### config.mk
export PLATFORM = sky130hd
export DESIGN_NAME = cpms_sequencer
export DESIGN_NICKNAME = d
export VERILOG_FILES = /design/src/cpms_pkg.sv /design/src/cpms_int_if.sv /design/src/cpms_pin_sync.sv /design/src/cpms_vol_ramp.sv /design/src/cpms_sequencer.sv
export SDC_FILE = /design/constraint.sdc
export NUM_CORES = 1
export LEC_CHECK = 0
export ABC_AREA = 1
export BUFFER_PORTS_ARGS = -buffer_cell sky130_fd_sc_hd__buf_2
export CAP_MARGIN = 30
export CORE_ASPECT_RATIO = 1.4
export CORE_MARGIN = 8
export CORE_UTILIZATION = 48
export CTS_CLUSTER_DIAMETER = 80
export DETAILED_ROUTE_END_ITERATION = 10
export GPL_TIMING_DRIVEN = 0
export HOLD_SLACK_MARGIN = 0.06
export PLACE_DENSITY = 0.67
export SLEW_MARGIN = 30
export SYNTH_ARGS = -nofsm -noshare
export SYNTH_HDL_FRONTEND = slang
export SYNTH_SLANG_ARGS = --single-unit
### constraint.sdc
create_clock -name aclk -period 7.7 [get_ports aclk]
set_clock_uncertainty 0.2 [all_clocks]
set_input_delay 1.155 -clock aclk [delete_from_list [all_inputs] [get_ports aclk]]
set_output_delay 1.155 -clock aclk [all_outputs]
set_load 0.005 [all_outputs]
### src/cpms_pkg.sv
// Shared constants of the codec power-mode sequencer
package cpms_pkg;
	localparam int CLK_HZ       = 10_000_000;
	localparam int INIT_TIME_US = 1000;
	localparam int WAKE_TIME_US = 1000;
	localparam int INIT_CYC     = INIT_TIME_US * (CLK_HZ / 1_000_000);
	localparam int WAKE_CYC     = WAKE_TIME_US * (CLK_HZ / 1_000_000);
	localparam int LOSS_TIME_NS = 4000;
	localparam int LOSS_CYC     = (LOSS_TIME_NS * (CLK_HZ / 1_000_000) + 999) / 1000;
	localparam int RAMP_FRAMES  = 16;
	localparam int PD_FRAMES    = 16;
	localparam int NUM_SLOTS    = 8;
	localparam int ADDR_W       = 10;

	// Register indices; byte address is four times the index
	localparam logic [7:0] IDX_SOFT_RESET = 8'h01;
	localparam logic [7:0] IDX_SLEEP      = 8'h02;
	localparam logic [7:0] IDX_REC_SLOT0  = 8'h1e;
	localparam logic [7:0] IDX_PLAY_SLOT0 = 8'h28;
	localparam logic [7:0] IDX_IN_EN      = 8'h76;
	localparam logic [7:0] IDX_CH_PWR     = 8'h78;
	localparam logic [7:0] IDX_STATUS     = 8'h7a;

	localparam int SLEEP_BIT   = 0;
	localparam int SOFT_BIT    = 0;
	localparam int SLOT_EN_BIT = 7;
	localparam int PB_RIGHT_BIT = 0;
	localparam int PWR_ADC_BIT = 7;
	localparam int PWR_DAC_BIT = 6;
	localparam int PWR_MIC_BIT = 5;
	localparam int STAT_LSB    = 5;

	localparam logic [7:0] IN_EN_RST  = 8'h00;
	localparam logic [7:0] CH_PWR_RST = 8'h00;
	localparam logic [7:0] SLOT_RST   = 8'h00;

	localparam logic [2:0] ST_INIT   = 3'b111;
	localparam logic [2:0] ST_SLEEP  = 3'b100;
	localparam logic [2:0] ST_WAKE   = 3'b010;
	localparam logic [2:0] ST_ACTIVE = 3'b001;
	localparam logic [2:0] ST_RAMP   = 3'b011;
	localparam logic [2:0] ST_PWRDN  = 3'b101;

	localparam logic [1:0] RESP_OKAY   = 2'b00;
	localparam logic [1:0] RESP_SLVERR = 2'b10;
	localparam logic [3:0] VOL_MAX     = 4'hf;
endpackage

### src/cpms_int_if.sv
// Internal carrier between the sequencer core, pin synchroniser and volume ramp
interface cpms_int_if;
	logic       fs_rise;
	logic       bclk_rise;
	logic       bclk_fall;
	logic       sdin_bit;
	logic       clk_ok;
	logic       ramp_up;
	logic       ramp_down;
	logic       ramp_done;
	logic [3:0] vol;
	modport pins (output fs_rise, bclk_rise, bclk_fall, sdin_bit, clk_ok);
	modport ramp (input fs_rise, clk_ok, ramp_up, ramp_down, output vol, ramp_done);
	modport core (input fs_rise, bclk_rise, bclk_fall, sdin_bit, clk_ok, vol, ramp_done,
		output ramp_up, ramp_down);
endinterface

### src/cpms_pin_sync.sv
// Synchroniser and edge finder for the audio frame, bit clock and playback pins
module cpms_pin_sync
	import cpms_pkg::*;
(
	input  logic aclk,
	input  logic aresetn,
	input  logic frame_sync,
	input  logic bit_clk,
	input  logic playback_data_in,
	cpms_int_if.pins p
);
	logic [2:0] meta;
	logic [2:0] sync;
	logic       fs_q;
	logic       bc_q;
	logic [5:0] loss_cnt;

	// Runs through reset so the edge finder starts at the pin's idle level; zeros would fake an edge
	always_ff @(posedge aclk) begin
		meta <= {frame_sync, bit_clk, playback_data_in};
		sync <= meta;
	end

	always_ff @(posedge aclk) begin
		fs_q <= sync[2];
		bc_q <= sync[1];
	end

	assign p.fs_rise   = sync[2] & ~fs_q;
	assign p.bclk_rise = sync[1] & ~bc_q;
	assign p.bclk_fall = ~sync[1] & bc_q;
	assign p.sdin_bit  = sync[0];

	// A stopped bit clock drops clk_ok so ramps and power-down never hang
	always_ff @(posedge aclk) begin
		if (!aresetn) begin
			loss_cnt <= 6'h00;
			p.clk_ok <= 1'b0;
		end else if (p.bclk_rise || p.bclk_fall) begin
			loss_cnt <= 6'h00;
			p.clk_ok <= 1'b1;
		end else if (loss_cnt == 6'(LOSS_CYC - 1)) begin
			p.clk_ok <= 1'b0;
		end else begin
			loss_cnt <= loss_cnt + 6'h01;
		end
	end
endmodule

### src/cpms_vol_ramp.sv
// Frame-paced playback volume ramp
module cpms_vol_ramp
	import cpms_pkg::*;
(
	input  logic aclk,
	input  logic aresetn,
	cpms_int_if.ramp r
);
	logic [7:0] fcnt;
	logic       step;

	// Without clocks there is nothing to play, so the ramp moves one step on every system clock cycle
	assign step = !r.clk_ok || (r.fs_rise && fcnt == 8'(RAMP_FRAMES - 1));
	assign r.ramp_done = (r.vol == 4'h0);

	always_ff @(posedge aclk) begin
		if (!aresetn) begin
			fcnt <= 8'h00;
		end else if (r.fs_rise) begin
			fcnt <= (fcnt == 8'(RAMP_FRAMES - 1)) ? 8'h00 : fcnt + 8'h01;
		end
	end

	always_ff @(posedge aclk) begin
		if (!aresetn) begin
			r.vol <= 4'h0;
		end else if (step && r.ramp_down && r.vol != 4'h0) begin
			r.vol <= r.vol - 4'h1;
		end else if (step && r.ramp_up && r.vol != VOL_MAX) begin
			r.vol <= r.vol + 4'h1;
		end
	end
endmodule

### src/cpms_sequencer.sv
// Codec power-mode sequencer with AXI4-Lite registers and TDM audio port
// Overview of operation
// - After power-up wait 1 ms initialising registers, then settle in sleep.
// - Clearing the sleep control starts the internal wake-up sequence.
// - Only inputs enabled in the input channel enable register are recorded.
// - Eight playback and eight record slot registers gate serial slots.
// - Channel power register brings up only requested ADC, DAC, microphone bias.
// - With clocks and power, record data goes out, playback drives line outputs.
// - Setting sleep control ramps volume down then powers all blocks down.
// - Status field bits 7:5 report progress; 100 means clocks may stop.
// - Sleep keeps every register value for a clock-only resume.
// - Supply power-down allows 10 ms for ramp, block power-down, shutdown.
//
// The implementer's own choices: the placing of the registers and the AXI4-Lite register port.
module cpms_sequencer
	import cpms_pkg::*;
#(
	parameter int INIT_CYCLES = INIT_CYC,
	parameter int WAKE_CYCLES = WAKE_CYC
)(
	input  logic              aclk,
	input  logic              aresetn,
	input  logic [ADDR_W-1:0] s_axi_awaddr,
	input  logic              s_axi_awvalid,
	output logic              s_axi_awready,
	input  logic [31:0]       s_axi_wdata,
	input  logic [3:0]        s_axi_wstrb,
	input  logic              s_axi_wvalid,
	output logic              s_axi_wready,
	output logic [1:0]        s_axi_bresp,
	output logic              s_axi_bvalid,
	input  logic              s_axi_bready,
	input  logic [ADDR_W-1:0] s_axi_araddr,
	input  logic              s_axi_arvalid,
	output logic              s_axi_arready,
	output logic [31:0]       s_axi_rdata,
	output logic [1:0]        s_axi_rresp,
	output logic              s_axi_rvalid,
	input  logic              s_axi_rready,
	input  logic              frame_sync,
	input  logic              bit_clk,
	input  logic              playback_data_in,
	output logic              record_data_out,
	output logic              record_data_oe,
	input  logic [63:0]       adc_data,
	output logic [15:0]       dac_left,
	output logic [15:0]       dac_right,
	output logic              adc_power_en,
	output logic              dac_power_en,
	output logic              microphone_bias_en
);
	typedef enum logic [2:0] {S_INIT, S_SLEEP, S_WAKE, S_ACTIVE, S_RAMP, S_PWRDN} cpms_state_t;

	cpms_state_t state;
	logic [15:0] cnt;
	logic        sleep_req;
	logic [7:0]  in_en;
	logic [7:0]  ch_pwr;
	logic [7:0]  rec_slot  [NUM_SLOTS];
	logic [7:0]  play_slot [NUM_SLOTS];
	logic        aw_full;
	logic        w_full;
	logic [7:0]  aw_idx;
	logic [7:0]  w_byte;
	logic        w_lane0;
	logic        wr_fire;
	logic        wr_ok;
	logic        soft_rst;
	logic [2:0]  status;
	logic        audio_on;
	logic [7:0]  bit_cnt;
	logic [7:0]  tx_idx;
	logic [2:0]  tx_slot;
	logic [1:0]  tx_ch;
	logic [15:0] tx_smp;
	logic        tx_on;
	logic [2:0]  rx_slot;
	logic [15:0] rx_sh;
	logic [15:0] pb_l;
	logic [15:0] pb_r;

	cpms_int_if p ();

	cpms_pin_sync u_pins (
		.aclk             (aclk),
		.aresetn          (aresetn),
		.frame_sync       (frame_sync),
		.bit_clk          (bit_clk),
		.playback_data_in (playback_data_in),
		.p                (p)
	);

	cpms_vol_ramp u_ramp (
		.aclk    (aclk),
		.aresetn (aresetn),
		.r       (p)
	);

	function automatic logic in_win(input logic [7:0] idx, input logic [7:0] base);
		return (idx >= base) && (8'(idx - base) < 8'(NUM_SLOTS));
	endfunction

	function automatic logic [2:0] win_ofs(input logic [7:0] idx, input logic [7:0] base);
		return 3'(idx - base);
	endfunction

	function automatic logic is_mapped(input logic [7:0] idx);
		return idx == IDX_SOFT_RESET || idx == IDX_SLEEP || idx == IDX_IN_EN || idx == IDX_CH_PWR
			|| idx == IDX_STATUS || in_win(idx, IDX_REC_SLOT0) || in_win(idx, IDX_PLAY_SLOT0);
	endfunction

	function automatic logic [2:0] st_code(input cpms_state_t s);
		case (s)
			S_INIT:   return ST_INIT;
			S_SLEEP:  return ST_SLEEP;
			S_WAKE:   return ST_WAKE;
			S_ACTIVE: return ST_ACTIVE;
			S_RAMP:   return ST_RAMP;
			S_PWRDN:  return ST_PWRDN;
			default:  return ST_INIT;
		endcase
	endfunction

	function automatic logic [15:0] scale(input logic [15:0] s, input logic [3:0] v);
		return (v == 4'h0) ? 16'h0000 : 16'($signed(s) >>> (VOL_MAX - v));
	endfunction

	assign status   = st_code(state);
	assign wr_fire  = aw_full && w_full && !s_axi_bvalid;
	assign wr_ok    = wr_fire && w_lane0;
	assign soft_rst = wr_ok && aw_idx == IDX_SOFT_RESET && w_byte[SOFT_BIT] && state != S_INIT;
	assign audio_on = (state == S_ACTIVE || state == S_RAMP) && p.clk_ok;
	assign p.ramp_up   = (state == S_ACTIVE);
	assign p.ramp_down = (state != S_ACTIVE);

	// Power-mode sequence
	always_ff @(posedge aclk) begin
		if (!aresetn || soft_rst) begin
			state <= S_INIT;
			cnt   <= 16'h0000;
		end else begin
			case (state)
				S_INIT: begin
					if (cnt == 16'(INIT_CYCLES - 1)) begin
						state <= S_SLEEP;
						cnt   <= 16'h0000;
					end else begin
						cnt <= cnt + 16'h0001;
					end
				end
				S_SLEEP: begin
					if (!sleep_req) begin
						state <= S_WAKE;
						cnt   <= 16'h0000;
					end
				end
				S_WAKE: begin
					if (sleep_req) begin
						state <= S_RAMP;
					end else if (cnt == 16'(WAKE_CYCLES - 1)) begin
						state <= S_ACTIVE;
					end else begin
						cnt <= cnt + 16'h0001;
					end
				end
				S_ACTIVE: begin
					if (sleep_req) begin
						state <= S_RAMP;
					end
				end
				S_RAMP: begin
					if (p.ramp_done) begin
						state <= S_PWRDN;
						cnt   <= 16'h0000;
					end
				end
				S_PWRDN: begin
					if (cnt == 16'(PD_FRAMES - 1)) begin
						state <= S_SLEEP;
					end else if (p.fs_rise || !p.clk_ok) begin
						cnt <= cnt + 16'h0001;
					end
				end
				default: state <= S_INIT;
			endcase
		end
	end

	// Registers: held at defaults through initialisation, untouched by sleep
	always_ff @(posedge aclk) begin
		if (!aresetn || state == S_INIT) begin
			sleep_req <= 1'b1;
			in_en     <= IN_EN_RST;
			ch_pwr    <= CH_PWR_RST;
			for (int k = 0; k < NUM_SLOTS; k++) begin
				rec_slot[k]  <= SLOT_RST;
				play_slot[k] <= SLOT_RST;
			end
		end else if (wr_ok) begin
			if (aw_idx == IDX_SLEEP)
				sleep_req <= w_byte[SLEEP_BIT];
			if (aw_idx == IDX_IN_EN)
				in_en <= w_byte;
			if (aw_idx == IDX_CH_PWR)
				ch_pwr <= w_byte;
			if (in_win(aw_idx, IDX_REC_SLOT0))
				rec_slot[win_ofs(aw_idx, IDX_REC_SLOT0)] <= w_byte;
			if (in_win(aw_idx, IDX_PLAY_SLOT0))
				play_slot[win_ofs(aw_idx, IDX_PLAY_SLOT0)] <= w_byte;
		end
	end

	// Write address and data may arrive in either order
	always_ff @(posedge aclk) begin
		if (!aresetn) begin
			aw_full       <= 1'b0;
			aw_idx        <= 8'h00;
			s_axi_awready <= 1'b0;
		end else if (s_axi_awvalid && s_axi_awready) begin
			aw_full       <= 1'b1;
			aw_idx        <= s_axi_awaddr[ADDR_W-1:2];
			s_axi_awready <= 1'b0;
		end else if (wr_fire) begin
			aw_full <= 1'b0;
		end else if (!aw_full && !s_axi_bvalid) begin
			s_axi_awready <= 1'b1;
		end
	end

	always_ff @(posedge aclk) begin
		if (!aresetn) begin
			w_full       <= 1'b0;
			w_byte       <= 8'h00;
			w_lane0      <= 1'b0;
			s_axi_wready <= 1'b0;
		end else if (s_axi_wvalid && s_axi_wready) begin
			w_full       <= 1'b1;
			w_byte       <= s_axi_wdata[7:0];
			w_lane0      <= s_axi_wstrb[0];
			s_axi_wready <= 1'b0;
		end else if (wr_fire) begin
			w_full <= 1'b0;
		end else if (!w_full && !s_axi_bvalid) begin
			s_axi_wready <= 1'b1;
		end
	end

	always_ff @(posedge aclk) begin
		if (!aresetn) begin
			s_axi_bvalid <= 1'b0;
			s_axi_bresp  <= RESP_OKAY;
		end else if (wr_fire) begin
			s_axi_bvalid <= 1'b1;
			s_axi_bresp  <= is_mapped(aw_idx) ? RESP_OKAY : RESP_SLVERR;
		end else if (s_axi_bready) begin
			s_axi_bvalid <= 1'b0;
		end
	end

	always_ff @(posedge aclk) begin
		if (!aresetn) begin
			s_axi_arready <= 1'b0;
			s_axi_rvalid  <= 1'b0;
			s_axi_rdata   <= 32'h00000000;
			s_axi_rresp   <= RESP_OKAY;
		end else if (s_axi_arvalid && s_axi_arready) begin
			s_axi_arready <= 1'b0;
			s_axi_rvalid  <= 1'b1;
			s_axi_rdata   <= {24'h000000, rd_byte(s_axi_araddr[ADDR_W-1:2])};
			s_axi_rresp   <= is_mapped(s_axi_araddr[ADDR_W-1:2]) ? RESP_OKAY : RESP_SLVERR;
		end else if (s_axi_rvalid && s_axi_rready) begin
			s_axi_rvalid <= 1'b0;
		end else if (!s_axi_rvalid) begin
			s_axi_arready <= 1'b1;
		end
	end

	function automatic logic [7:0] rd_byte(input logic [7:0] idx);
		logic [7:0] v;
		v = 8'h00;
		if (idx == IDX_SLEEP)
			v[SLEEP_BIT] = sleep_req;
		else if (idx == IDX_IN_EN)
			v = in_en;
		else if (idx == IDX_CH_PWR)
			v = ch_pwr;
		else if (idx == IDX_STATUS)
			v[STAT_LSB +: 3] = status;
		else if (in_win(idx, IDX_REC_SLOT0))
			v = rec_slot[win_ofs(idx, IDX_REC_SLOT0)];
		else if (in_win(idx, IDX_PLAY_SLOT0))
			v = play_slot[win_ofs(idx, IDX_PLAY_SLOT0)];
		return v;
	endfunction

	// Block power follows the request only while awake; ramp keeps it on
	always_ff @(posedge aclk) begin
		if (!aresetn) begin
			adc_power_en       <= 1'b0;
			dac_power_en       <= 1'b0;
			microphone_bias_en <= 1'b0;
		end else begin
			adc_power_en       <= (state == S_ACTIVE || state == S_RAMP) && ch_pwr[PWR_ADC_BIT];
			dac_power_en       <= (state == S_ACTIVE || state == S_RAMP) && ch_pwr[PWR_DAC_BIT];
			microphone_bias_en <= (state == S_ACTIVE || state == S_RAMP) && ch_pwr[PWR_MIC_BIT];
		end
	end

	// Slot timing: 32 bit clocks per slot, sample MSB first in the first 16
	always_ff @(posedge aclk) begin
		if (!aresetn)
			bit_cnt <= 8'h00;
		else if (p.fs_rise)
			bit_cnt <= 8'h00;
		else if (p.bclk_rise)
			bit_cnt <= bit_cnt + 8'h01;
	end

	always_comb begin
		tx_idx  = p.fs_rise ? 8'h00 : bit_cnt;
		tx_slot = tx_idx[7:5];
		tx_ch   = rec_slot[tx_slot][1:0];
		tx_smp  = in_en[tx_ch] ? adc_data[{tx_ch, 4'h0} +: 16] : 16'h0000;
		tx_on   = audio_on && adc_power_en && rec_slot[tx_slot][SLOT_EN_BIT];
	end

	// Record data launched on the falling bit clock, released off-slot
	always_ff @(posedge aclk) begin
		if (!aresetn || !audio_on) begin
			record_data_out <= 1'b0;
			record_data_oe  <= 1'b0;
		end else if (p.bclk_fall) begin
			record_data_oe  <= tx_on;
			record_data_out <= tx_on && !tx_idx[4] && tx_smp[~tx_idx[3:0]];
		end
	end

	assign rx_slot = bit_cnt[7:5];

	always_ff @(posedge aclk) begin
		if (!aresetn) begin
			rx_sh <= 16'h0000;
			pb_l  <= 16'h0000;
			pb_r  <= 16'h0000;
		end else if (p.bclk_rise && audio_on && play_slot[rx_slot][SLOT_EN_BIT] && !bit_cnt[4]) begin
			rx_sh <= {rx_sh[14:0], p.sdin_bit};
			if (bit_cnt[3:0] == 4'hf && play_slot[rx_slot][PB_RIGHT_BIT])
				pb_r <= {rx_sh[14:0], p.sdin_bit};
			else if (bit_cnt[3:0] == 4'hf)
				pb_l <= {rx_sh[14:0], p.sdin_bit};
		end
	end

	always_ff @(posedge aclk) begin
		if (!aresetn) begin
			dac_left  <= 16'h0000;
			dac_right <= 16'h0000;
		end else begin
			dac_left  <= dac_power_en ? scale(pb_l, p.vol) : 16'h0000;
			dac_right <= dac_power_en ? scale(pb_r, p.vol) : 16'h0000;
		end
	end
endmodule

# ---- Word-level counts from Yosys, hierarchy flattened
# Memory sizes are Yosys's and may differ from the RTL's. A register that Yosys moved wholly into a read port is not among the register bits.
# Cells that the tools add are included.
# Widths: inputs -> output; s select.
dict set report classes {
  n_mux 63
  eq_ne 32
  magnitude_cmp 10
  bitwise_logic 13
  n_addsub 11
  n_shift 3
  n_reduce_logical 89
}
# cell count
set op_table {}
lappend op_table {{$mux 16} 8}
lappend op_table {{$pmux 16 s5} 1}
lappend op_table {{$mux 8} 8}
lappend op_table {{$shiftx 64x7->16} 1}
lappend op_table {{$eq 8x7->1 const B} 6}
lappend op_table {{$mux 3} 12}
lappend op_table {{$logic_and 1x1->1} 33}
lappend op_table {{$lt 8x4->1 const B} 4}
lappend op_table {{$sshr 16x4->16} 2}
lappend op_table {{$mux 1} 24}
lappend op_table {{$logic_or 1x1->1} 19}
lappend op_table {{$ne 2x2->1 const B} 9}
lappend op_table {{$pmux 3 s6} 1}
lappend op_table {{$add 16x1->16 const B} 1}
lappend op_table {{$add 8x1->8 const B} 2}
lappend op_table {{$eq 16x14->1 const B} 1}
lappend op_table {{$eq 16x4->1 const B} 1}
lappend op_table {{$eq 8x1->1 const B} 2}
lappend op_table {{$eq 8x2->1 const B} 2}
lappend op_table {{$ge 8x5->1 const B} 2}
lappend op_table {{$ge 8x6->1 const B} 2}
lappend op_table {{$reduce_or 8->1} 2}
lappend op_table {{$sub 8x5->8 const B} 2}
lappend op_table {{$sub 8x6->8 const B} 2}
lappend op_table {{other kinds (38)} 74}
dict set report totals {
  ff_bits 191
  out_inout_bits 78
  in_bits 130
  n_memories 2
  ramBits 128
  wordCells 260
}
# memory words width read_ports rd_clocked_by_memory_dff wr line
set memory_table {}
lappend memory_table {play_slot 8 8 2 1 8 cpms_sequencer.sv:60} ;# logic [7:0] play_slot [NUM_SLOTS];
lappend memory_table {rec_slot 8 8 2 0 8 cpms_sequencer.sv:59} ;# logic [7:0] rec_slot [NUM_SLOTS];

# ---- Longest topological paths before layout
# An unclocked memory read counts as a cell.
dict set report logic_depth {
  depth_word 10
  ltp_mapped 19
  mapped_depth_nobuf 18
}

# ---- Hierarchy
# From an unflattened synthesis, not the netlist that was laid out.
dict set report unflattened {
  hier_cells 2023
  area_unflattened_um2 15957.8
}
# module n_inst area_each_um2 cells_per_inst seq_area_each_um2
set by_module_without_submodules {}
lappend by_module_without_submodules {cpms_sequencer 1 14749.1 1862 7146.9}
lappend by_module_without_submodules {cpms_vol_ramp 1 668.1 99 240.2}
lappend by_module_without_submodules {cpms_pin_sync 1 540.5 62 300.3}

# ---- Worst setup path after synthesis
# No wires, ideal clock.
dict set report synth_path {
  path_type {input to register}
  start {in aresetn}
  end {mem rec_slot[2][0] (enable)}
  required_ns 7.171
  stages 7
  t_arrival_ns 2.660
  setup_ns 0.329
  path_buffers 1
  setup_slack_ns 4.511
  cell_sequence {clkbuf_1 > inv_1 > nor2_1 > inv_1 > nor3_2 > nand2_1 > nand2_1}
}
# element line
set synth_rtl {}
lappend synth_rtl {{start: declaration} cpms_sequencer.sv:22} ;# input logic aresetn,
lappend synth_rtl {{end: declaration} cpms_sequencer.sv:59}

==> qor.yml <==
outcome:
  outcome: "completed"
critical_path:
  cell_breakdown_of_the_critical_path: "clkbuf_1 -> inv_1 -> nor2_1 -> inv_1 -> nor3_2 -> nand2_1 -> nand2_1"
  critical_path.startpoint_type: "primary input"
  crit_arrival_ns: 3.98
  cpPeakStageDelay_ns: 0.55
  timing.reg2reg.worst_path_depth: 8
  critPathLaunch: "aresetn"
  critical_path_stages: 7
  worst_ep_required_time_ns: 7.64
  crit-reg2reg-capture: "rec_slot[6][3]"
  critPathMaxFanout: 9
  critPathTopFamily: "simple AND/OR/NAND/NOR gates"
  rr_startpoint: "state[1]"
  crit_path_end_kind: "register"
  r2r_setup_slack_ns: 4.28
  kind_of_critical_path: "in2reg"
  critical_path_destination: "rec_slot[6][3]"
  crit_path_top_delay_cell: "sky130_fd_sc_hd__nand2_1"
  timing.critical_path.buf_inv: 3
grt:
  antenna_found_initial: 0
  grt_usage_pct: 24.9
  grt_remaining_overflow: 0
  via_count_of_the_first_global_routing_pass: 14300
  grt_first_pass_wirelength_um: 76500
  grt_max_degree: 15
floorplan:
  core.rowCount: 78
  io_pins: 208
  start_util_pct: 48.6
  die_y_um: 230
  core_area_sq_mm: 0.0324
  die_width_um: 169
  floorplan_die_area_sq_mm: 0.0389
route:
  vias_per_cell: 5.48
  detailed_routing_iterations_pass_1: 5
  remaining_drc_errors: 0
  detail-route-antenna-nets: 0
  final_wl_um: 49500
  num_vias: 14500
  drt_iter0_markers: 1039
  wl_per_cell_um: 18.7
timing:
  fmax_ghz: 0.248
  finalSetupTns_ns: 0
  drv_slew: 0
  max_transition_margin_pct: 43.6
  timing.final.setup_violations: 0
  min_period_ns: 4.03
  period_utilization_post_route_pct: 52.4
  timing.final.hold_violations: 0
  unrepaired_setup_endpoints_after_global_routing: "no"
  worst-slew-pin-transition_ns: 0.840
  hold_slack_ns: 0.130
cts:
  cts_buffers: 34
  cts-root-to-sink-buffers: 3
  clock_latency_ns: 0.52
  htree_num_levels: 2
  clock_tree_from_tritoncts: "built"
  post_cts_hold_buffer_count: 0
  cts-root-buf: "sky130_fd_sc_hd__clkbuf_16"
  cts_repair_resize_count: 0
  cts_setup_buffers: 0
  numClockSinks: 320
  clkSlewWorstSetupHoldPaths_ns: 0.06
yosys:
  area_share_of_the_largest_cell_type_after_synthesis_pct: 24.4
  synth.yosys.warnings: 0
  dominant_cell_type_by_area_after_synthesis: "sky130_fd_sc_hd__dfxtp_1"
  ys.flop_type: "sky130_fd_sc_hd__dfxtp_1"
  post_synth_most_frequent_cells: "sky130_fd_sc_hd__nand2_1 (381), sky130_fd_sc_hd__nor2_1 (250), sky130_fd_sc_hd__dfxtp_1 (192), sky130_fd_sc_hd__inv_1 (173), sky130_fd_sc_hd__a21oi_1 (170)"
  number_of_enable_flip_flop_cells_after_synthesis: 128
  synth.yosys.seq_area_share_pct: 48.8
  distinct_cells_synth: 56
  postSynth.asyncResetShare_pct: 0
  synth_top_cells_by_area: "sky130_fd_sc_hd__dfxtp_1 (24%), sky130_fd_sc_hd__edfxtp_1 (24%), sky130_fd_sc_hd__nand2_1 (9.1%)"
  mappedNetlistArea_sq_mm: 0.0157
  netlist_instances: 1977
  synth_area_per_cell_sq_um: 7.97
  postSynthRegisterBits: 320
  synth.most_common_cell: "sky130_fd_sc_hd__nand2_1"
final_layout:
  num-nets-final: 2331
  n_antenna_cell: 0
  postLayoutCellArea_sq_mm: 0.0183
  number_of_filler_cells_placed_in_the_layout: 3094
  layout-area-overhead-vs-synth_pct: 15.9
  drive_above_1_share_pct: 14.2
place:
  place_area_sq_mm: 0.0171
  post_detailed_placement_half_perimeter_wirelength_um: 37900
  port-buffer-count: 149
  gpl.final_weighted_congestion: 0.973
power:
  totalPowerFinal_mw: 5.09
  p_per_area_mw_per_mm2: 279
  power.ir.vdd_worst_mv: 0.224
  static-leakage-power_nw: 7.25
flow_run:
  max_cap_viol_count: 0
min_path:
  worstHoldPathType: "reg2reg"
  hold_start: "u_pins.meta[0]"
## area by class of cell
class	count	area, sq um	area share [%]
buffer	119	632	3.46
clock buffer	47	972	5.33
clock inverter	13	130	0.713
inverter	199	749	4.11
multi-input combinational	1364	6780	37.2
sequential	320	7690	42.1
tap	440	551	3.02
timing repair buffer	149	746	4.09
## logic make-up after synthesis
kind of cell / synth area share (%)
buffers and inverters: 8.77
AOI/OAI and AO/OA: 16.7
adders and majority gates: 1.16
and+or+nand+nor: 24.0
muxes: 0.127
other: 0.0238
xor gates and xnor gates: 0.501
DFF: 48.8
## worst register-to-register path: stages (launching register included)
cell,delay [ns]
sky130_fd_sc_hd__dfxtp_1,0.45
sky130_fd_sc_hd__nor2_1,0.08
sky130_fd_sc_hd__inv_2,0.08
sky130_fd_sc_hd__nor2_1,0.08
sky130_fd_sc_hd__nor2_1,0.47
sky130_fd_sc_hd__inv_1,0.19
sky130_fd_sc_hd__nor3_2,0.51
sky130_fd_sc_hd__nand2_1,0.44
sky130_fd_sc_hd__nand2_1,0.55
## layout by cell type (no fill, tap or decap), drive strengths merged, types with 2 or more instances in the layout
cell	n
nand2	387
nor2	252
buf	210
dfxtp	192
inv	190
o21ai	174
a21oi	170
nand3	129
edfxtp	128
clkbuf	105
nor3	35
o221ai	27
conb	26
nand3b	25
a211oi	25
nand4	21
clkinv	18
o22ai	16
ha	13
nor4	11
a31oi	10
o2111ai	6
o211ai	6
xor2	6
o31ai	5
xnor2	3
or2	3
mux2i	2
a221oi	2
nor3b	2
bufinv	2
clkinvlp	2
## per-stage QoR
step	util (%)	cells	worst slack, ns
floorplan	-	2002	4.51
global placement	52.9	2591	3.24
detailed placement	52.9	2591	3.15
CTS	56.3	2651	3.68
global route	56.3	2651	3.52
finish	56.3	2651	3.67
## how the worst min path moves through the flow
| stage | slack (ns) | end | cells past startpoint |
|---|---|---|---|
| 2_1_floorplan | 0.11 | u_pins.sync[0] | 0 |
| 3_3_place_gp | 0.11 | u_pins.sync[0] | 0 |
| 3_5_place_dp | 0.11 | u_pins.sync[2] | 0 |
| 4_1_cts | 0.13 | u_pins.sync[1] | 0 |
| 5_1_grt | 0.14 | u_pins.sync[1] | 0 |
| 6_report | 0.13 | u_pins.sync[0] | 0 |
## per-layer routing
metal	global-route usage (%)	routed length (um)
met2	46.8	26100
met5	0	0
met3	3.60	2840
met4	14.6	2970
met1	25.6	17600
## state kept, by name (all words and copies together) (netlist names), 3 cells and up, named ones only
name             flops
aw_idx               8
bit_cnt              8
ch_pwr               8
cnt                 16
dac_left            16
dac_right           16
in_en                8
pb_l                16
pb_r                16
play_slot           64
rec_slot            64
rx_sh               15
s_axi_rdata          8
state                3
u_pins.loss_cnt      6
u_pins.meta          3
u_pins.sync          3
u_ramp.fcnt          8
u_ramp.r.vol         4
w_byte               8
## power breakdown
| part | internal [mW] | switching [mW] | leakage, nW | total, mW |
|---|---|---|---|---|
| Sequential | 2.07 | 0.113 | 3.00 | 2.18 |
| Clock | 0.955 | 0.683 | 0.537 | 1.64 |
| Combinational | 0.351 | 0.916 | 3.72 | 1.27 |
Note: power is estimated with default switching activity, not from simulation.
